$ cat src/rtl/mccr_pkg.sv
// Package: register map, field layout and reset values of the capture/compare register set
`default_nettype none
package mccr_pkg;
  localparam int unsigned ADDR_W = 8;
  localparam int unsigned DATA_W = 32;
  localparam int unsigned BYTE_W = 8;

  // ****************************************************************
  // Register byte offsets
  // ****************************************************************
  localparam logic [ADDR_W-1:0] PREV_CAPTURE_OFS = 8'h00;
  localparam logic [ADDR_W-1:0] CURR_CAPTURE_OFS = 8'h04;
  localparam logic [ADDR_W-1:0] NEXT_COMPARE_OFS = 8'h08;
  localparam logic [ADDR_W-1:0] DEMAG_VALUE_OFS  = 8'h0C;
  localparam logic [ADDR_W-1:0] WEIGHT_VALUE_OFS = 8'h10;
  localparam logic [ADDR_W-1:0] PRESCALE_OFS     = 8'h14;
  localparam logic [ADDR_W-1:0] MAIN_CONTROL_OFS = 8'h18;
  localparam logic [ADDR_W-1:0] STATUS_OFS       = 8'h1C;

  // ****************************************************************
  // Field positions
  // ****************************************************************
  localparam int unsigned SAMPLING_LSB   = 4;
  localparam int unsigned STEP_LSB       = 0;
  localparam int unsigned RATIO_W        = 4;
  localparam int unsigned CTRL_AUTO_BIT  = 0;
  localparam int unsigned CTRL_SPEED_BIT = 1;
  localparam int unsigned CTRL_MSEL_BIT  = 2;
  localparam int unsigned CTRL_ENC_BIT   = 3;
  localparam int unsigned CTRL_W         = 4;
  localparam int unsigned STAT_BLOCK_BIT = 0;
  localparam int unsigned STAT_INC_BIT   = 1;
  localparam int unsigned STAT_DEC_BIT   = 2;
  localparam int unsigned MUL_SHIFT      = 8;

  // ****************************************************************
  // Reset values, step-ratio limits and step size
  // ****************************************************************
  localparam logic [BYTE_W-1:0]  PREV_CAPTURE_RST = 8'h00;
  localparam logic [BYTE_W-1:0]  CURR_CAPTURE_RST = 8'h00;
  localparam logic [BYTE_W-1:0]  NEXT_COMPARE_RST = 8'h00;
  localparam logic [BYTE_W-1:0]  DEMAG_VALUE_RST  = 8'h00;
  localparam logic [BYTE_W-1:0]  WEIGHT_VALUE_RST = 8'h00;
  localparam logic [RATIO_W-1:0] RATIO_RST        = 4'h0;
  localparam logic [CTRL_W-1:0]  CTRL_RST         = 4'h0;
  localparam logic [RATIO_W-1:0] RATIO_MAX        = 4'hF;
  localparam logic [RATIO_W-1:0] RATIO_MIN        = 4'h0;
  localparam logic [RATIO_W-1:0] RATIO_STEP       = 4'h1;
endpackage : mccr_pkg
`default_nettype wire

$ cat src/rtl/mccr_mul_if.sv
// Interface: operand, weight and scaled result of the compare computation
`default_nettype none
interface mccr_mul_if;
  import mccr_pkg::*;
  logic [BYTE_W-1:0] operand;
  logic [BYTE_W-1:0] weight;
  logic [BYTE_W-1:0] result;
  modport requester (output operand, output weight, input result);
  modport provider  (input operand, input weight, output result);
endinterface : mccr_mul_if
`default_nettype wire

$ cat src/rtl/mccr_weight_mul.sv
// Weighted compare computation: operand times weight, divided by 256
`default_nettype none
module mccr_weight_mul (
  mccr_mul_if.provider mul
);
  import mccr_pkg::*;
  logic [2*BYTE_W-1:0] product;

  assign product    = mul.operand * mul.weight;
  assign mul.result = product[2*BYTE_W-1:MUL_SHIFT];
endmodule : mccr_weight_mul
`default_nettype wire

$ cat src/rtl/mccr_top.sv
// Capture, compare and prescaler register set of the motor controller, APB slave
//
// What this block does
// - Switched/autoswitched: previous-capture holds the capture taken before the latest.
// - Speed mode: previous-capture holds low byte of the 16-bit timer capture.
// - Switched/autoswitched: current-capture holds the latest back-EMF capture.
// - Speed mode: current-capture holds high byte of the 16-bit timer capture.
// - Speed mode: reading current-capture blocks captures until previous-capture is read.
// - Next-commutation compare register is the compare value for next commutation.
// - Weight register provides the multiplier operand.
// - Autoswitched: each Z event loads compare with capture times weight over 256.
// - Control bit selects latest or previous capture as multiplicand.
// - Four-bit sampling-ratio field sets current-mode sampling frequency.
// - Step-ratio field, bits 3 to 0, prescales the commutation timer.
// - Step ratio increments on ratio-increment, decrements on ratio-decrement events.
// - Previous-capture register clears to zero on reset.
// - Encoder speed mode: timer high-byte read captures counter pair into both registers.
// - Switched: pending increment applies at next commutation, timer registers shift right.
// - Switched: pending decrement applies at next commutation, timer registers shift left.
//
// The address map and the APB slave port were left to the implementer.
`default_nettype none
module mccr_top (
  input  wire logic                            mclk_i,
  input  wire logic                            nrst_i,
  // APB slave
  input  wire logic                            psel_i,
  input  wire logic                            penable_i,
  input  wire logic                            pwrite_i,
  input  wire logic [mccr_pkg::ADDR_W-1:0]     paddr_i,
  input  wire logic [mccr_pkg::DATA_W-1:0]     pwdata_i,
  output logic      [mccr_pkg::DATA_W-1:0]     prdata_o,
  output logic                                 pready_o,
  output logic                                 pslverr_o,
  // Motor position sensing events
  input  wire logic                            z_event_i,
  input  wire logic [mccr_pkg::BYTE_W-1:0]     bemf_capture_i,
  input  wire logic                            speed_capture_i,
  input  wire logic                            timer_high_read_i,
  input  wire logic [2*mccr_pkg::BYTE_W-1:0]   timer_value_i,
  input  wire logic                            ratio_inc_i,
  input  wire logic                            ratio_dec_i,
  input  wire logic                            commutation_i,
  // Values to the commutation logic
  output logic      [mccr_pkg::BYTE_W-1:0]     next_compare_value_o,
  output logic      [mccr_pkg::BYTE_W-1:0]     demag_value_o,
  output logic      [mccr_pkg::BYTE_W-1:0]     weight_value_o,
  output logic      [mccr_pkg::RATIO_W-1:0]    sampling_ratio_o,
  output logic      [mccr_pkg::RATIO_W-1:0]    step_ratio_o,
  output logic                                 timer_shift_right_o,
  output logic                                 timer_shift_left_o,
  output logic                                 capture_blocked_o
);
  import mccr_pkg::*;

  // ****************************************************************
  // Storage
  // ****************************************************************
  logic [BYTE_W-1:0]  previous_capture_value;
  logic [BYTE_W-1:0]  current_capture_value;
  logic [RATIO_W-1:0] sampling_ratio;
  logic [RATIO_W-1:0] step_ratio;
  logic [CTRL_W-1:0]  main_control;
  logic               pend_inc;
  logic               pend_dec;
  logic               capture_blocked;

  // ****************************************************************
  // Bus decode
  // ****************************************************************
  wire               acc_phase = psel_i & penable_i & ~pready_o;
  wire               acc_done  = psel_i & penable_i & pready_o;
  wire               wr_done   = acc_done & pwrite_i;
  wire               rd_done   = acc_done & ~pwrite_i;
  wire               hit_prev  = paddr_i == PREV_CAPTURE_OFS;
  wire               hit_curr  = paddr_i == CURR_CAPTURE_OFS;
  wire               hit_comp  = paddr_i == NEXT_COMPARE_OFS;
  wire               hit_demag = paddr_i == DEMAG_VALUE_OFS;
  wire               hit_wght  = paddr_i == WEIGHT_VALUE_OFS;
  wire               hit_pres  = paddr_i == PRESCALE_OFS;
  wire               hit_ctrl  = paddr_i == MAIN_CONTROL_OFS;
  wire               hit_stat  = paddr_i == STATUS_OFS;
  wire               addr_hit  = hit_prev | hit_curr | hit_comp | hit_demag | hit_wght |
                                 hit_pres | hit_ctrl | hit_stat;
  wire [BYTE_W-1:0]  wr_byte   = pwdata_i[BYTE_W-1:0];

  // ****************************************************************
  // Per-register write strobes
  // ****************************************************************
  wire wr_prev  = wr_done & hit_prev;
  wire wr_curr  = wr_done & hit_curr;
  wire wr_comp  = wr_done & hit_comp;
  wire wr_demag = wr_done & hit_demag;
  wire wr_wght  = wr_done & hit_wght;
  wire wr_pres  = wr_done & hit_pres;
  wire wr_ctrl  = wr_done & hit_ctrl;

  // ****************************************************************
  // Mode decode
  // ****************************************************************
  wire speed_mode    = main_control[CTRL_SPEED_BIT];
  wire auto_mode     = main_control[CTRL_AUTO_BIT] & ~speed_mode;
  wire switched_mode = ~main_control[CTRL_AUTO_BIT] & ~speed_mode;
  wire encoder_read  = main_control[CTRL_ENC_BIT];
  wire bemf_capture  = z_event_i & ~speed_mode;
  // Encoder mode: high-byte read of the timer is the capture trigger
  wire speed_trigger = encoder_read ? timer_high_read_i : speed_capture_i;
  wire speed_take    = speed_mode & speed_trigger & ~capture_blocked;
  wire read_curr     = rd_done & hit_curr & speed_mode;
  wire read_prev     = rd_done & hit_prev;

  // ****************************************************************
  // Weighted compare computation
  // ****************************************************************
  mccr_mul_if mul_bus ();

  // Z(N-1) after this event is the capture standing now
  assign mul_bus.operand = main_control[CTRL_MSEL_BIT] ?
                           current_capture_value : bemf_capture_i;
  assign mul_bus.weight  = weight_value_o;

  mccr_weight_mul u_mul (
    .mul (mul_bus.provider)
  );

  wire auto_load = auto_mode & z_event_i;

  // ****************************************************************
  // Step ratio next value
  // ****************************************************************
  wire switched_inc = switched_mode & commutation_i & pend_inc;
  wire switched_dec = switched_mode & commutation_i & pend_dec;
  wire direct_inc   = ~switched_mode & ratio_inc_i;
  wire direct_dec   = ~switched_mode & ratio_dec_i;
  wire do_inc       = (switched_inc | direct_inc) & ~(switched_dec | direct_dec);
  wire do_dec       = (switched_dec | direct_dec) & ~(switched_inc | direct_inc);
  // Saturate rather than wrap: a wrapped prescaler would jump the speed range
  wire can_inc      = step_ratio != RATIO_MAX;
  wire can_dec      = step_ratio != RATIO_MIN;

  logic [RATIO_W-1:0] next_step_ratio;
  always_comb begin
    next_step_ratio = step_ratio;
    if (wr_pres) begin
      next_step_ratio = pwdata_i[STEP_LSB +: RATIO_W];
    end
    if (do_inc & can_inc) begin
      next_step_ratio = step_ratio + RATIO_STEP;
    end else if (do_dec & can_dec) begin
      next_step_ratio = step_ratio - RATIO_STEP;
    end
  end

  // New request in the commutation cycle stays pending: set wins
  wire next_pend_inc = switched_mode & (ratio_inc_i | (pend_inc & ~commutation_i));
  wire next_pend_dec = switched_mode & (ratio_dec_i | (pend_dec & ~commutation_i));

  // A saturated step ratio does not move, so the timer must not shift either
  wire next_shift_right = switched_inc & ~switched_dec & can_inc;
  wire next_shift_left  = switched_dec & ~switched_inc & can_dec;

  // ****************************************************************
  // Read mux
  // ****************************************************************
  logic [DATA_W-1:0] rd_mux;
  always_comb begin
    rd_mux = '0;
    case (1'b1)
      hit_prev:  rd_mux[BYTE_W-1:0] = previous_capture_value;
      hit_curr:  rd_mux[BYTE_W-1:0] = current_capture_value;
      hit_comp:  rd_mux[BYTE_W-1:0] = next_compare_value_o;
      hit_demag: rd_mux[BYTE_W-1:0] = demag_value_o;
      hit_wght:  rd_mux[BYTE_W-1:0] = weight_value_o;
      hit_pres:  rd_mux[BYTE_W-1:0] = {sampling_ratio, step_ratio};
      hit_ctrl:  rd_mux[CTRL_W-1:0] = main_control;
      hit_stat: begin
        rd_mux[STAT_BLOCK_BIT] = capture_blocked;
        rd_mux[STAT_INC_BIT]   = pend_inc;
        rd_mux[STAT_DEC_BIT]   = pend_dec;
      end
      default:   rd_mux = '0;
    endcase
  end

  // ****************************************************************
  // Bus slave: one wait state, answer registered
  // ****************************************************************
  wire              next_pslverr = acc_phase & ~addr_hit;
  wire [DATA_W-1:0] next_prdata  = (acc_phase & ~pwrite_i) ? rd_mux : '0;

  always_ff @(posedge mclk_i) begin
    if (!nrst_i) begin
      pready_o <= 1'b0;
    end else begin
      pready_o <= acc_phase;
    end
  end

  always_ff @(posedge mclk_i) begin
    if (!nrst_i) begin
      pslverr_o <= 1'b0;
    end else begin
      pslverr_o <= next_pslverr;
    end
  end

  // Zero outside read answers, so stale bytes never sit on the bus
  always_ff @(posedge mclk_i) begin
    if (!nrst_i) begin
      prdata_o <= '0;
    end else begin
      prdata_o <= next_prdata;
    end
  end

  // ****************************************************************
  // Capture registers
  // ****************************************************************
  // Hardware capture beats a software write in the same cycle
  always_ff @(posedge mclk_i) begin
    if (!nrst_i) begin
      previous_capture_value <= PREV_CAPTURE_RST;
    end else if (bemf_capture) begin
      previous_capture_value <= current_capture_value;
    end else if (speed_take) begin
      previous_capture_value <= timer_value_i[BYTE_W-1:0];
    end else if (wr_prev) begin
      previous_capture_value <= wr_byte;
    end
  end

  always_ff @(posedge mclk_i) begin
    if (!nrst_i) begin
      current_capture_value <= CURR_CAPTURE_RST;
    end else if (bemf_capture) begin
      current_capture_value <= bemf_capture_i;
    end else if (speed_take) begin
      current_capture_value <= timer_value_i[2*BYTE_W-1:BYTE_W];
    end else if (wr_curr) begin
      current_capture_value <= wr_byte;
    end
  end

  // Capture lock keeps the two speed bytes coherent
  always_ff @(posedge mclk_i) begin
    if (!nrst_i) begin
      capture_blocked <= 1'b0;
    end else if (read_curr) begin
      capture_blocked <= 1'b1;
    end else if (read_prev | ~speed_mode) begin
      capture_blocked <= 1'b0;
    end
  end

  // ****************************************************************
  // Compare, demagnetization and weight
  // ****************************************************************
  always_ff @(posedge mclk_i) begin
    if (!nrst_i) begin
      next_compare_value_o <= NEXT_COMPARE_RST;
    end else if (auto_load) begin
      next_compare_value_o <= mul_bus.result;
    end else if (wr_comp) begin
      next_compare_value_o <= wr_byte;
    end
  end

  always_ff @(posedge mclk_i) begin
    if (!nrst_i) begin
      demag_value_o <= DEMAG_VALUE_RST;
    end else if (wr_demag) begin
      demag_value_o <= wr_byte;
    end
  end

  always_ff @(posedge mclk_i) begin
    if (!nrst_i) begin
      weight_value_o <= WEIGHT_VALUE_RST;
    end else if (wr_wght) begin
      weight_value_o <= wr_byte;
    end
  end

  // ****************************************************************
  // Prescaler, sampling ratio and control
  // ****************************************************************
  always_ff @(posedge mclk_i) begin
    if (!nrst_i) begin
      sampling_ratio <= RATIO_RST;
    end else if (wr_pres) begin
      sampling_ratio <= pwdata_i[SAMPLING_LSB +: RATIO_W];
    end
  end

  // Leaving speed mode also releases the capture lock
  always_ff @(posedge mclk_i) begin
    if (!nrst_i) begin
      main_control <= CTRL_RST;
    end else if (wr_ctrl) begin
      main_control <= pwdata_i[CTRL_W-1:0];
    end
  end

  // ****************************************************************
  // Step ratio, pending requests and timer shifts
  // ****************************************************************
  always_ff @(posedge mclk_i) begin
    if (!nrst_i) begin
      step_ratio <= RATIO_RST;
    end else begin
      step_ratio <= next_step_ratio;
    end
  end

  // Only switched mode holds a request until the next commutation
  always_ff @(posedge mclk_i) begin
    if (!nrst_i) begin
      pend_inc <= 1'b0;
      pend_dec <= 1'b0;
    end else begin
      pend_inc <= next_pend_inc;
      pend_dec <= next_pend_dec;
    end
  end

  always_ff @(posedge mclk_i) begin
    if (!nrst_i) begin
      timer_shift_right_o <= 1'b0;
      timer_shift_left_o  <= 1'b0;
    end else begin
      timer_shift_right_o <= next_shift_right;
      timer_shift_left_o  <= next_shift_left;
    end
  end

  // ****************************************************************
  // Outputs
  // ****************************************************************
  assign sampling_ratio_o  = sampling_ratio;
  assign step_ratio_o      = step_ratio;
  assign capture_blocked_o = capture_blocked;
endmodule : mccr_top
`default_nettype wire

$ cat config.mk
export PLATFORM = sky130hd
export DESIGN_NAME = mccr_top
export DESIGN_NICKNAME = d
export VERILOG_FILES = /design/src/rtl/mccr_pkg.sv /design/src/rtl/mccr_mul_if.sv /design/src/rtl/mccr_weight_mul.sv /design/src/rtl/mccr_top.sv
export SDC_FILE = /design/constraint.sdc
export NUM_CORES = 1
export LEC_CHECK = 0
export BUFFER_PORTS_ARGS = -buffer_cell sky130_fd_sc_hd__buf_2
export CAP_MARGIN = 25
export CORE_MARGIN = 1
export CORE_UTILIZATION = 45
export DETAILED_ROUTE_END_ITERATION = 10
export HOLD_SLACK_MARGIN = 0.03
export PLACE_DENSITY = 0.69
export SYNTH_ARGS = -nofsm -noshare
export SYNTH_HDL_FRONTEND = slang
export SYNTH_HIERARCHICAL = 1
export SYNTH_SLANG_ARGS = --single-unit
export TNS_END_PERCENT = 100
$ cat constraint.sdc
create_clock -name mclk_i -period 6.77 [get_ports mclk_i]
set_input_delay 0.677 -clock mclk_i [delete_from_list [all_inputs] [get_ports mclk_i]]
set_output_delay 0.677 -clock mclk_i [all_outputs]
set_load 0.05 [all_outputs]
# Word-level counts from Yosys, hierarchy flattened
# Cells that the tools add are included.
[totals]
register_bits = 91
romBits = 0
output_inout_bits = 69
in_bits = 75
mem_bits_rw = 0
mem_count = 0
latch_bits = 0
wordCells = 136
[op_classes]
reduce_logical = 8
div = 0
n_shift = 0
bitwise = 64
magnitude_cmp = 0
n_eq_ne = 8
addsub = 2
mux = 36
multipliers = 1
[op_table]
columns = ["op", "n"]
rows = [
  ["$mux W8", 9],
  ["$and A1 B1 Y1", 40],
  ["$mux W4", 9],
  ["$eq A8 B5 Y1 const B", 4],
  ["$mux W3", 8],
  ["$eq A8 B4 Y1 const B", 2],
  ["$mul A8 B8 Y16", 1],
  ["$not A1 Y1", 12],
  ["$or A1 B1 Y1", 12],
  ["$mux W1", 10],
  ["$reduce_bool A3 Y1", 3],
  ["$eq A8 B3 Y1 const B", 1],
  ["$logic_not A8 Y1", 1],
  ["$add A4 B1 Y4 const B", 1],
  ["$ne A4 B4 Y1 const B", 1],
  ["$reduce_bool A2 Y1", 2],
  ["$reduce_bool A4 Y1", 1],
  ["$sub A4 B1 Y4 const B", 1],
  ["$reduce_and A2 Y1", 1],
]

# Logic depth before layout (Yosys ltp)
# Gate-level depths: netlist of the first run.
[logic_depth]
depth_word = 10
depth_mapped = 20
ltp_nobuf = 19

# Hierarchy
# The synthesis of the first run kept the hierarchy.
[by_module_without_submodules]
columns = ["module", "area_per_inst_um2", "instances", "seq_area_each_um2", "cells_per_inst"]
rows = [
  ["mccr_top", 3986.3, 1, 1341.3, 430],
  ["mccr_weight_mul", 1973.1, 1, 0.0, 221],
]

# Least setup slack after synthesis of the first run
# No wires, ideal clock.
[synth_timing]
kind = "register to register"
start = "reg main_control[2]"
end = "reg next_compare_value_o[5] in the netlist's numbering"
setup_time_ns = 0.059
period_less_slack_ns = 4.897
slack_ns = 1.873
path_stages_with_launch = 19
required_time_ns = 6.711
arrival_time_ns = 4.838
n_path_buf = 1
cell_sequence = "dfxtp_1 > clkbuf_1 > mux2_2 > and2_1 > fa_1 > fa_1 > inv_1 > fa_1 > inv_1 > fa_1 > ha_1 > a21o_1 > a21o_1 > a221oi_2 > mux2i_1 > xnor2_1 > nand3_1 > nand3_1 > o211a_1"
[synth_via]
elab_chain_cells = 3
[synth_rtl]
columns = ["item", "line", "text"]
rows = [
  ["from (decl)", "mccr_top.sv:63", "logic [CTRL_W-1:0] main_control;"],
  ["from (signal assigned)", "mccr_top.sv:300", "main_control <= pwdata_i[CTRL_W-1:0];"],
  ["$mux W8", "mccr_top.sv:118", "assign mul_bus.operand = main_control[CTRL_MSEL_BIT] ?"],
  ["net mul_bus.operand[3]", "mccr_mul_if.sv:5", "logic [BYTE_W-1:0] operand;"],
  ["$mul A8 B8 Y16", "mccr_weight_mul.sv:9", "assign product = mul.operand * mul.weight;"],
  ["net mul_bus.result[5]", "mccr_mul_if.sv:7", "logic [BYTE_W-1:0] result;"],
  ["$mux W8", "mccr_top.sv:261", "end else if (auto_load) begin"],
  ["to (signal assigned)", "mccr_top.sv:262", "next_compare_value_o <= mul_bus.result;"],
  ["to (signal assigned)", "mccr_top.sv:264", "next_compare_value_o <= wr_byte;"],
  ["to (decl)", "mccr_top.sv:45", "output logic [mccr_pkg::BYTE_W-1:0] next_compare_value_o,"],
]
# The timed path passes the listed nets, and every way through them passes these cells.
# A chain may end at the register's enable or synchronous reset.

# Worst setup path in the final report of the first run
# Ends and elaborated chain as after synthesis.

==> results of run 1 <==
==> metal layers <==
layer,track usage,share of wire
met1,0.344,0.45
met2,0.375,0.44
met3,0.0561,0.083
met4,0.0743,0.019
met5,0,0
==> cells by family (layout without fill, tap and decap cells) <==
group,count (synthesis),after routing,synth area share
simple gates,231,231,0.225
compound gates,118,118,0.152
buf+inv,94,159,0.0810
fa+ha+maj,70,70,0.191
flops,67,67,0.225
mux,63,63,0.116
xor+xnor,7,7,0.0103
other cells,1,24,0.000629
==> worst max-delay path: cells and delay by family (launching register included) <==
family / cells / cell delay, ns
DFF: 1 / 0.60
and+or+nand+nor: 3 / 0.39
xor gates and xnor gates: 1 / 0.16
buffers and inverters: 2 / 0.11
muxes: 2 / 0.73
AOI/OAI and AO/OA: 4 / 0.94
adders and majority gates: 5 / 2.26
==> flip-flops by register name, indices dropped and copies added (netlist names), 4 cells and up <==
name and count:
main_control 4, previous_capture_value 8, step_ratio_o 4, sampling_ratio_o 4, weight_value_o 8, prdata_o 8, next_compare_value_o 8, current_capture_value 8
demag_value_o 8
==> cell usage after synthesis, types with 4 or more instances <==
master    number
ha_1          35
a21o_1         4
fa_1          35
o21ai_0       14
nand3_1       23
mux2i_1       46
and2_1        50
a21oi_1       33
dfxtp_1       67
buf_2          5
nand2b_1       4
xnor2_1        4
o211a_1        8
and3_1         5
a22oi_1        6
inv_1         45
nand2_1       46
clkbuf_1      13
nor3_1         8
a22o_1        18
nor2b_1       30
mux2_2        13
buf_4         27
nor2_1        31
a31oi_1        5
==> power by group through the flow <==
stage / clock network (W) / registers (W) / logic [W]
finish: 0.000467 / 0.000414 / 0.000143
CTS: 0.000472 / 0.000414 / 0.000141
global placement: 0 / 0.000422 / 0.000138
global route: 0.000491 / 0.000415 / 0.000153
floorplan: 0 / 0.000424 / 0.000104
detailed placement: 0 / 0.000422 / 0.000141
==> layout by cell type, fill, tap and decap left out, types with 30 or more instances in the layout <==
| cell type | n |
|---|---|
| buf_2 | 95 |
| dfxtp_1 | 67 |
| and2_1 | 50 |
| nand2_1 | 46 |
| mux2i_1 | 46 |
| inv_1 | 45 |
| ha_1 | 35 |
| fa_1 | 35 |
| a21oi_1 | 33 |
| nor2_1 | 31 |
| nor2b_1 | 30 |
==> worst paths after layout <==
kind         cells past startpoint                         to  slack [ns]
max                             17    next_compare_value_o[5]        1.53
min                              1  previous_capture_value[7]        0.49
max reg2reg                     17    next_compare_value_o[5]        1.53
min reg2reg                      1  previous_capture_value[7]        0.49
==> area by class of cell <==
type,instances,area share
multi-input combinational,513,0.626
sequential,67,0.198
timing repair buffer,98,0.0748
clock buffer,13,0.0385
tap,172,0.0318
inverter,46,0.0256
clock inverter,2,0.00518
==> metrics by stage <==
step	hold WS, ns	setup WS [ns]	total power (W)	util
after global routing	0.498	1.29	0.00106	0.529
after floorplan	0.443	1.87	0.000528	-
after CTS	0.485	1.51	0.00103	0.528
after detailed placement	0.474	1.47	0.000563	0.505
after global placement	0.466	1.52	0.000559	0.505
final	0.486	1.53	0.00103	0.529
==> run metrics, run 1 <==
Die ar.=between 0.01 and 0.015 mm²; Pwr Density=about 150 mW/mm²; number of synthesized flops with an enable pin=0; Ys Warns=6; crit-path most repeated cell=fa_1; Top Ports=approximately 140; Post-DP Area=about 0.0064 mm²; Hold Path Class=flip-flop to flip-flop; Final Cycle Share=0.775; Psw=0.000274 W; initial core utilization=0.467; PortBufs=95; layout cell share with drive strength beyond 1=0.217; worst reg2reg path startpoint=main_control[2]; Sink Count=67; Synth Register Bits=67; Critical Path Source=main_control[2]; min-delay src=previous_capture_value[7]; Worst slew margin=0.465; Leakage Power=roughly 3.3 nW; CTS Buf Count=9; Cells after DPL=just under 900; post-synthesis area per instance=9.15 µm²; number of antenna violations at the first check in global routing=0; Synth area leader=dfxtp_1; layout net count=880; clock share of power=0.456; Crit. End Element=flip-flop; wire length per cell=~18 µm; Storage cell area=0.00134 mm²; DR iter-0 viols=~360; kind of critical path=flip-flop to flip-flop; Die Span X=117 µm; Clock Skew=roughly 0.009 ns; area taken by multi-input logic gates=around 0.0042 mm²; HPWL Detailed=12500 µm; Synth top area share=0.225; CP Cell Sequence=mux2_2, and2_1, fa_1, fa_1, inv_1, fa_1, inv_1, fa_1, ha_1, a21o_1, a21o_1, a221oi_2, mux2i_1, xnor2_1, nand3_1, nand3_1, o211a_1; CTS Hold Bufs=0; Max FO, Critical Path=10; setup bufs post-CTS=0; Worst Max-Slew Pin Slew=between 0.8 and 0.9 ns; fmax=around 0.19 GHz; number of global-route vias before repair=4836; pin count of the biggest net entering global routing=46; Die H=about 120 µm; status=finished, final reports clean; # DRC=0; Area Overhead vs Synth=13.4%; Final setup viols=0; Clock Tree Root=clkbuf_16; max_cap viols=0; switching share of power=0.268; Clk Latency, worst-skew pair=around 0.34 ns; sequential element share of the synthesized area=0.225; top cells by area, synth=dfxtp_1, fa_1, mux2i_1; Final Max Tran Viols=0; Final Cell Area=about 0.0068 mm²; Core Rows=41; Via density=between 5 and 6; crit path time final=5.24 ns; crit path DAT=5.52 ns; GPL Wtd Cong=around 0.9; TNS Setup=0 ns; Synth Instances=approximately 650; Req. time, crit path=around 7 ns; CP max stage delay=around 0.6 ns; Critical Path Start Type=flip-flop; slowest CP cell=dfxtp_1; RSZ-0062 raised after global routing=no; combinational share of power=0.140; Hold Vio Cnt, Final=0; CTS H-Tree Depth=3; drt first pass iters=8; first-pass GRT wire length=around 25000 µm; antenna cells=0; fin cells=between 900 and 1000; GR Overflow Total=0; Routed Antenna Nets=0; CTS tree=yes; worst-case clock buffer depth=2; peak supply drop=about 0.00010 V; # fillers=about 1200; total wire length=between 15000 and 20000 µm; number of distinct library cells after synthesis=between 70 and 80; Async SR Flop Fraction=0; predominant post-synthesis flop cell=dfxtp_1; clk slew on worst S/H paths=about 0.060 ns; cts repair resizes=0; Int Pwr=0.000751 W; Vias=~5000; share of power burned in registers=0.404; Synth Cell Area=around 0.006 mm²; Total GRT Usage=0.245; Core Box Area=about 0.013 mm²
Note: power is estimated with default switching activity, not from simulation.
==> run 2, diff against run 1 <==
ABC_AREA = 1   (was not set)
clock period = 5.03 ns   (was 6.77 ns; I/O delays follow)
==> run 2 against run 1 <==
Net effect:
- setup slack got worse by 1.1 ns
- clock power increased by 41%
- clock skew about the same
- critical path type unchanged
- largest cell class unchanged
- global-route usage decreased by 0.29 points
==> run metrics, run 2 <==
Cells after DPL=1151 (+29%); Post-Synth XOR/XNOR Area=0.00999 (-0.000302); clk slew on worst S/H paths=0.06 ns (about the same); layout cell share with drive strength beyond 1=0.181 (-0.0351); cts repair resizes=0 (unchanged); flop-to-flop setup slack=0.38 ns (-1.15 ns); Crit. End Element=flip-flop; worst-case clock buffer depth=2 (unchanged); Synth area leader=dfxtp_1; fin cells=1168 (+28%); pin count of the biggest net entering global routing=53 (+15%); Core Rows=42 (+2.4%); Clock Tree Root=clkbuf_16; # DRC=0 (unchanged); fmax=0.215 GHz (+13%); Synth Area in Simple Gates=0.279 (+0.0547); Synth Cell Area=0.00614 mm² (+3.0%); top cells by area, synth=dfxtp_1, nand2_1, fa_1; Leakage Power=4.18 nW (+28%); status=finished, final reports clean; number of antenna violations at the first check in global routing=0 (unchanged); number of global-route vias before repair=5503 (+14%); RSZ-0062 raised after global routing=no; Final Max Tran Viols=0 (unchanged); drt first pass iters=5 (-3); layout net count=1132 (+29%); Die H=119 µm (+1.5%); Final setup viols=0 (unchanged); Pwr Density=205 mW/mm² (+35%); Ys Warns=6 (unchanged); Clk Latency, worst-skew pair=0.33 ns (about the same); Area Overhead vs Synth=13.7%; area share of fa/ha/maj cells after synthesis=0.185 (-0.00561); number of distinct library cells after synthesis=45 (-41%); r2r worst-path depth=19 (+2); RR Endpoint=next_compare_value_o[1]; worst reg2reg path startpoint=main_control[2]; Req. time, crit path=5.29 ns (-1.76 ns); GR Overflow Total=0 (unchanged); CP Cell Sequence=clkinv_1, nand2_1, nand2_1, nand2_1, inv_1, fa_1, fa_1, inv_1, fa_1, inv_1, fa_1, ha_1, inv_1, o21ai_0, a21oi_1, nand2_2, xor2_1, nand3_1, a31oi_1; slowest CP cell=fa_1; max_cap viols=0 (unchanged); CTS tree=yes; initial core utilization=0.462 (-0.00476); Critical Path Start Type=flip-flop; clock share of power=0.460 (+0.004); crit path DAT=4.91 ns (-0.61 ns); Worst Setup EP=next_compare_value_o[1]; Die ar.=0.0141 mm² (+3.0%); antenna cells=0 (unchanged); combinational share of power=0.147 (+0.007); Total GRT Usage=0.242 (-0.00291); DR iter-0 viols=467 (+30%); Final Cycle Share=0.924 (+0.150); share of power burned in registers=0.394 (-0.010); Synth Register Bits=67 (unchanged); Crit path depth=19 (+2); hold slack=0.413 ns (-0.0740 ns); Int Pwr=0.00103 W (+37%); sequential element share of the synthesized area=0.218 (-0.00660); Storage cell area=0.00134 mm² (unchanged); Routed Antenna Nets=0 (unchanged); PortBufs=95 (unchanged); Synth top cells by count=nand2_1, inv_1, dfxtp_1, nor2_1, a21oi_1; number of synthesized flops with an enable pin=0 (unchanged); Max FO, Critical Path=9 (-1); most numerous cell in the Yosys netlist=nand2_1; most frequent cells in the layout=nand2_1, inv_1, buf_2; setup bufs post-CTS=0 (unchanged); total wire length=16600 µm (+1.5%); Final Cell Area=0.00698 mm² (+3.3%); first-pass GRT wire length=27100 µm (+7.3%); Worst Max-Slew Pin Slew=0.898 ns (+0.0975 ns); Via density=5.01 (-9.6%); Clock Skew=0.00869 ns (-0.000270 ns); GPL Wtd Cong=0.922 (+5.0%); HPWL Detailed=13100 µm (+4.9%); peak supply drop=0.000137 V (+32%); multiplexer share of the synthesized area=0 (-0.116); cell family with most CP delay=adder cells; wire length per cell=14.2 µm (-21%); Synth top area share=0.218 (-0.00660); Top Ports=144 (unchanged); predominant post-synthesis flop cell=dfxtp_1; Hold Vio Cnt, Final=0 (unchanged); area taken by multi-input logic gates=0.00389 mm² (-8.1%); Vias=5849 (+16%); Psw=0.000407 W (+48%); Critical Path Source=main_control[2]; CTS Buf Count=9 (unchanged); crit path buf inv count=5 (+3); Synth Area in Compound Gates=0.143 (-0.00812); Hold Path Class=input pin to flip-flop; Die Span X=119 µm (+1.5%); Async SR Flop Fraction=0 (unchanged); CTS H-Tree Depth=3 (unchanged); crit path time final=4.65 ns (-0.595 ns); switching share of power=0.284 (+0.0162); largest family of logic cells by synthesized area=simple AND/OR/NAND/NOR gates; kind of critical path=flip-flop to flip-flop; CP max stage delay=0.54 ns (-0.06 ns); # fillers=1340 (+12%); post-synthesis area per instance=6.80 µm² (-26%); final core utilization=0.525 (-0.00392); Synth Instances=903 (+39%); CTS Hold Bufs=0 (unchanged); Core Box Area=0.0133 mm² (+4.1%); Worst slew margin=0.401 (-0.0631); TNS Setup=0 ns (unchanged); Post-DP Area=0.00665 mm² (+3.2%); most common cell after layout, fill and taps aside=nand2_1; Sink Count=67 (unchanged)
-- run 2: cell count changes after synthesis, moves of 27 or more --
cell | before | now
nor2_1 | 31 | 67
mux2i_1 | 46 | 0
and2_1 | 50 | 0
nand2_1 | 46 | 211
nor2b_1 | 30 | 0
inv_1 | 45 | 160
nand3_1 | 23 | 50
-- run 2: logic make-up after synthesis --
family	Yosys count
AND/OR/NAND/NOR	373
buffers and inverters	231
AO/OA/AOI/OAI	154
adder cells (fa/ha/maj)	70
flip-flops	67
XOR/XNOR	7
other	1
-- run 2: how the worst min path moves through the flow --
| stage | end | slack, ns | depth (start not counted) | start |
|---|---|---|---|---|
| finish | pend_inc | 0.41 | 3 | ratio_inc_i |
| floorplan | main_control[0] | 0.46 | 2 | main_control[0] |
| global placement | demag_value_o[3] | 0.48 | 2 | demag_value_o[3] |
| detailed placement | demag_value_o[3] | 0.48 | 2 | demag_value_o[3] |
| global route | pend_inc | 0.44 | 3 | ratio_inc_i |
| CTS | pend_inc | 0.40 | 3 | ratio_inc_i |
-- run 2: final cells by class --
type                            instances  share of cell area
Tap cell                              176              0.0315
Sequential cell                        67               0.192
Timing Repair Buffer                  104              0.0789
Clock buffer                           12              0.0382
Clock inverter                          4             0.00681
Multi-Input combinational cell        628               0.557
Inverter                              177              0.0959
-- run 2: worst register-to-register path, stage by stage (launching register included) --
cell      delay [ns]
dfxtp_1         0.34
clkinv_1        0.23
nand2_1         0.13
nand2_1         0.20
nand2_1         0.12
inv_1           0.06
fa_1            0.44
fa_1            0.50
inv_1           0.06
fa_1            0.54
inv_1           0.06
fa_1            0.46
ha_1            0.33
inv_1           0.04
o21ai_0         0.27
a21oi_1         0.13
nand2_2         0.10
xor2_1          0.26
nand3_1         0.12
a31oi_1         0.19
-- run 2: power by group through the flow --
stage,logic (W),clock network [W],registers [W]
after CTS,0.000209,0.000659,0.000563
after floorplan,0.000152,0,0.000583
after global routing,0.000228,0.000690,0.000565
after detailed placement,0.000208,0,0.000575
final,0.000210,0.000658,0.000564
after global placement,0.000206,0,0.000575
-- run 2: layer usage --
layer  global-route usage  share of wire  vias to the layer above
met5                    0              0                        -
met1                0.311           0.45                     2703
met4               0.0926          0.030                        0
met3               0.0265          0.037                       32
li1                     -              -                     2944
met2                0.416           0.48                      170
-- run 2: metrics by stage --
step / total power (W) / worst slack, ns
floorplan: 0.000735 / 0.592
global placement: 0.000781 / 0.465
detailed placement: 0.000782 / 0.442
CTS: 0.00143 / 0.413
global route: 0.00148 / 0.0901
finish: 0.00143 / 0.382
==> run 3, diff against run 2 <==
SYNTH_HIERARCHICAL = not set   (was 1)
==> run 3 against run 2 <==
Net effect:
- highest routed layer unchanged
- non-clock buffer count increased by 1
- via count down 2.8%
- die area is 5.9% lower
- clock skew decreased by 0.0011 ns
- design area down 4.9%
- cell count decreased by 5.7%
==> run metrics, run 3 <==
fmax=0.214 GHz (-0.53%); Clk Latency, worst-skew pair=0.33 ns (about the same); Synth top area share=0.232 (+0.0140); final worst slack=0.357 ns (-0.0246 ns); Crit. End Element=flip-flop; most common cell after layout, fill and taps aside=nand2_1; TNS Setup=0 ns (unchanged); cts repair resizes=0 (unchanged); fin cells=1101 (-5.7%); HPWL Detailed=13100 µm (-0.56%); pin count of the biggest net entering global routing=43 (-19%); Synth Register Bits=67 (unchanged); max_cap viols=0 (unchanged); worst-case clock buffer depth=2 (unchanged); Sink Count=67 (unchanged); drt first pass iters=5 (unchanged); Core Box Area=0.0126 mm² (-5.5%); CP Cell Sequence=buf_4, o21ai_1, nor2_1, fa_1, fa_1, fa_1, inv_1, fa_1, inv_1, ha_1, a21oi_1, o21ai_0, a21oi_1, nand2_1, nand2_1, nand3_1, a21oi_1; Synth area leader=dfxtp_1; switching share of power=0.277 (-0.00696); Hold Vio Cnt, Final=0 (unchanged); number of distinct library cells after synthesis=46 (+2.2%); sequential element share of the synthesized area=0.232 (+0.0140); Routed Antenna Nets=0 (unchanged); r2r worst-path depth=17 (-2); Worst slew margin=0.359 (-0.0424); WHS Path Cells=3 (unchanged); clk slew on worst S/H paths=0.06 ns (about the same); layout net count=1070 (-5.5%); Hold Path Class=input pin to flip-flop; Place WS=0.271 ns (-0.170 ns); CTS Hold Bufs=0 (unchanged); GPL Wtd Cong=0.890 (-3.5%); Ys Warns=0 (-6); PortBufs=95 (unchanged); number of synthesized flops with an enable pin=0 (unchanged); GR Overflow Total=0 (unchanged); Final Max Tran Viols=0 (unchanged); Total GRT Usage=0.258 (+0.0157); Area Overhead vs Synth=15.1%; # DRC=0 (unchanged); wire length per cell=14.9 µm (+4.9%); peak supply drop=0.000172 V (+26%); most frequent cells in the layout=nand2_1, inv_1, nor2_1; RSZ-0062 raised after global routing=no; Die H=115 µm (-3.0%); Vias=5684 (-2.8%); Cells after DPL=1086 (-5.6%); kind of critical path=flip-flop to flip-flop; Psw=0.000385 W (-5.3%); combinational share of power=0.144 (-0.003); slowest CP cell=fa_1; CP max stage delay=0.55 ns (about the same); Synth Cell Area=0.00577 mm² (-6.0%); first-pass GRT wire length=26100 µm (-3.5%); clock share of power=0.454 (-0.006); number of antenna violations at the first check in global routing=0 (unchanged); Top Ports=144 (unchanged); Worst Max-Slew Pin Slew=0.959 ns (+0.0613 ns); share of power burned in registers=0.401 (+0.007); Critical Path Start Type=flip-flop; initial core utilization=0.459 (-0.00266); Req. time, crit path=5.30 ns (about the same); crit-path most repeated cell=fa_1; DR iter-0 viols=487 (+4.3%); setup bufs post-CTS=0 (unchanged); Leakage Power=3.50 nW (-16%); Final setup viols=0 (unchanged); Synth top cells by count=nand2_1, inv_1, nor2_1, dfxtp_1, a21oi_1; Core Rows=41 (-2.4%); top cells by area, synth=dfxtp_1, fa_1, nand2_1; most numerous cell in the Yosys netlist=nand2_1; number of global-route vias before repair=5076 (-7.8%); post-synthesis area per instance=6.99 µm² (+2.7%); antenna cells=0 (unchanged); status=finished, final reports clean; CTS tree=yes; crit path DAT=4.94 ns (+0.03 ns); Max FO, Critical Path=10 (+1); Final Cycle Share=0.929 (+0.00488); Die Span X=115 µm (-3.0%); CTS Buf Count=9 (unchanged); Int Pwr=0.00101 W (-2.0%); predominant post-synthesis flop cell=dfxtp_1; crit path time final=4.67 ns (+0.0246 ns); Clock Skew=0.00757 ns (-0.00112 ns); total wire length=16400 µm (-1.1%); Via density=5.16 (+3.1%); layout cell share with drive strength beyond 1=0.170 (-0.0114); Async SR Flop Fraction=0 (unchanged); Die ar.=0.0133 mm² (-5.9%); CTS H-Tree Depth=3 (unchanged); Pwr Density=209 mW/mm² (+2.1%); Synth Instances=826 (-8.5%); Clock Tree Root=clkbuf_16
## run 3: kinds of logic (layout without fill, tap and decap cells)
family	after synthesis	after routing	share of synthesized area
xor+xnor	4	4	0.00607
fa+ha+maj	70	70	0.197
compound gates	176	176	0.172
other cells	1	24	0.000650
flops	67	67	0.232
buf+inv	176	256	0.137
mux	2	2	0.00347
simple gates	330	330	0.251
## run 3: power groups by stage
stage / Sequential, W / Combinational, W / Clock, W
CTS: 0.000558 / 0.000198 / 0.000637
detailed placement: 0.000569 / 0.000198 / 0
global placement: 0.000569 / 0.000196 / 0
finish: 0.000558 / 0.000201 / 0.000632
global route: 0.000560 / 0.000218 / 0.000659
floorplan: 0.000581 / 0.000138 / 0
## run 3: cell type report
class                      count  area (µm²)
sequential                    67        1340
clock buffer                  13         260
multi-input combinational    606        3720
timing repair buffer         105         551
tap                          172         215
fill                        1272        5930
clock inverter                 2        35.0
inverter                     136         514
## run 3: worst paths after layout
check | slack (ns) | start | endpoint
setup / recovery | 0.36 | main_control[2] | next_compare_value_o[6]
hold / removal | 0.40 | ratio_dec_i | pend_dec
setup reg to reg | 0.36 | main_control[2] | next_compare_value_o[6]
hold reg to reg | 0.49 | sampling_ratio_o[1] | sampling_ratio_o[1]
## run 3: critical path, delay by kind of cell, from the launching register on
kind	cells	cell delay, ns
flip-flops	1	0.31
buffers and inverters	3	0.28
AO/OA/AOI/OAI	5	1.21
adder cells (fa/ha/maj)	5	2.50
AND/OR/NAND/NOR	4	0.31
## run 3: metal layers
metal,part of all wire,vias to the layer above,GRT usage
li1,-,2829,-
met1,0.45,2552,0.373
met2,0.43,272,0.383
met3,0.094,31,0.0627
met4,0.020,0,0.0684
met5,0,-,0
## run 3: per-stage QoR
step	utilization	total power (W)	hold slack [ns]	area (µm²)
floorplan	-	0.000720	0.441	5860
global placement	0.505	0.000765	0.478	6350
detailed placement	0.505	0.000767	0.477	6350
CTS	0.528	0.00139	0.398	6640
global route	0.528	0.00144	0.411	6640
finish	0.528	0.00139	0.400	6640
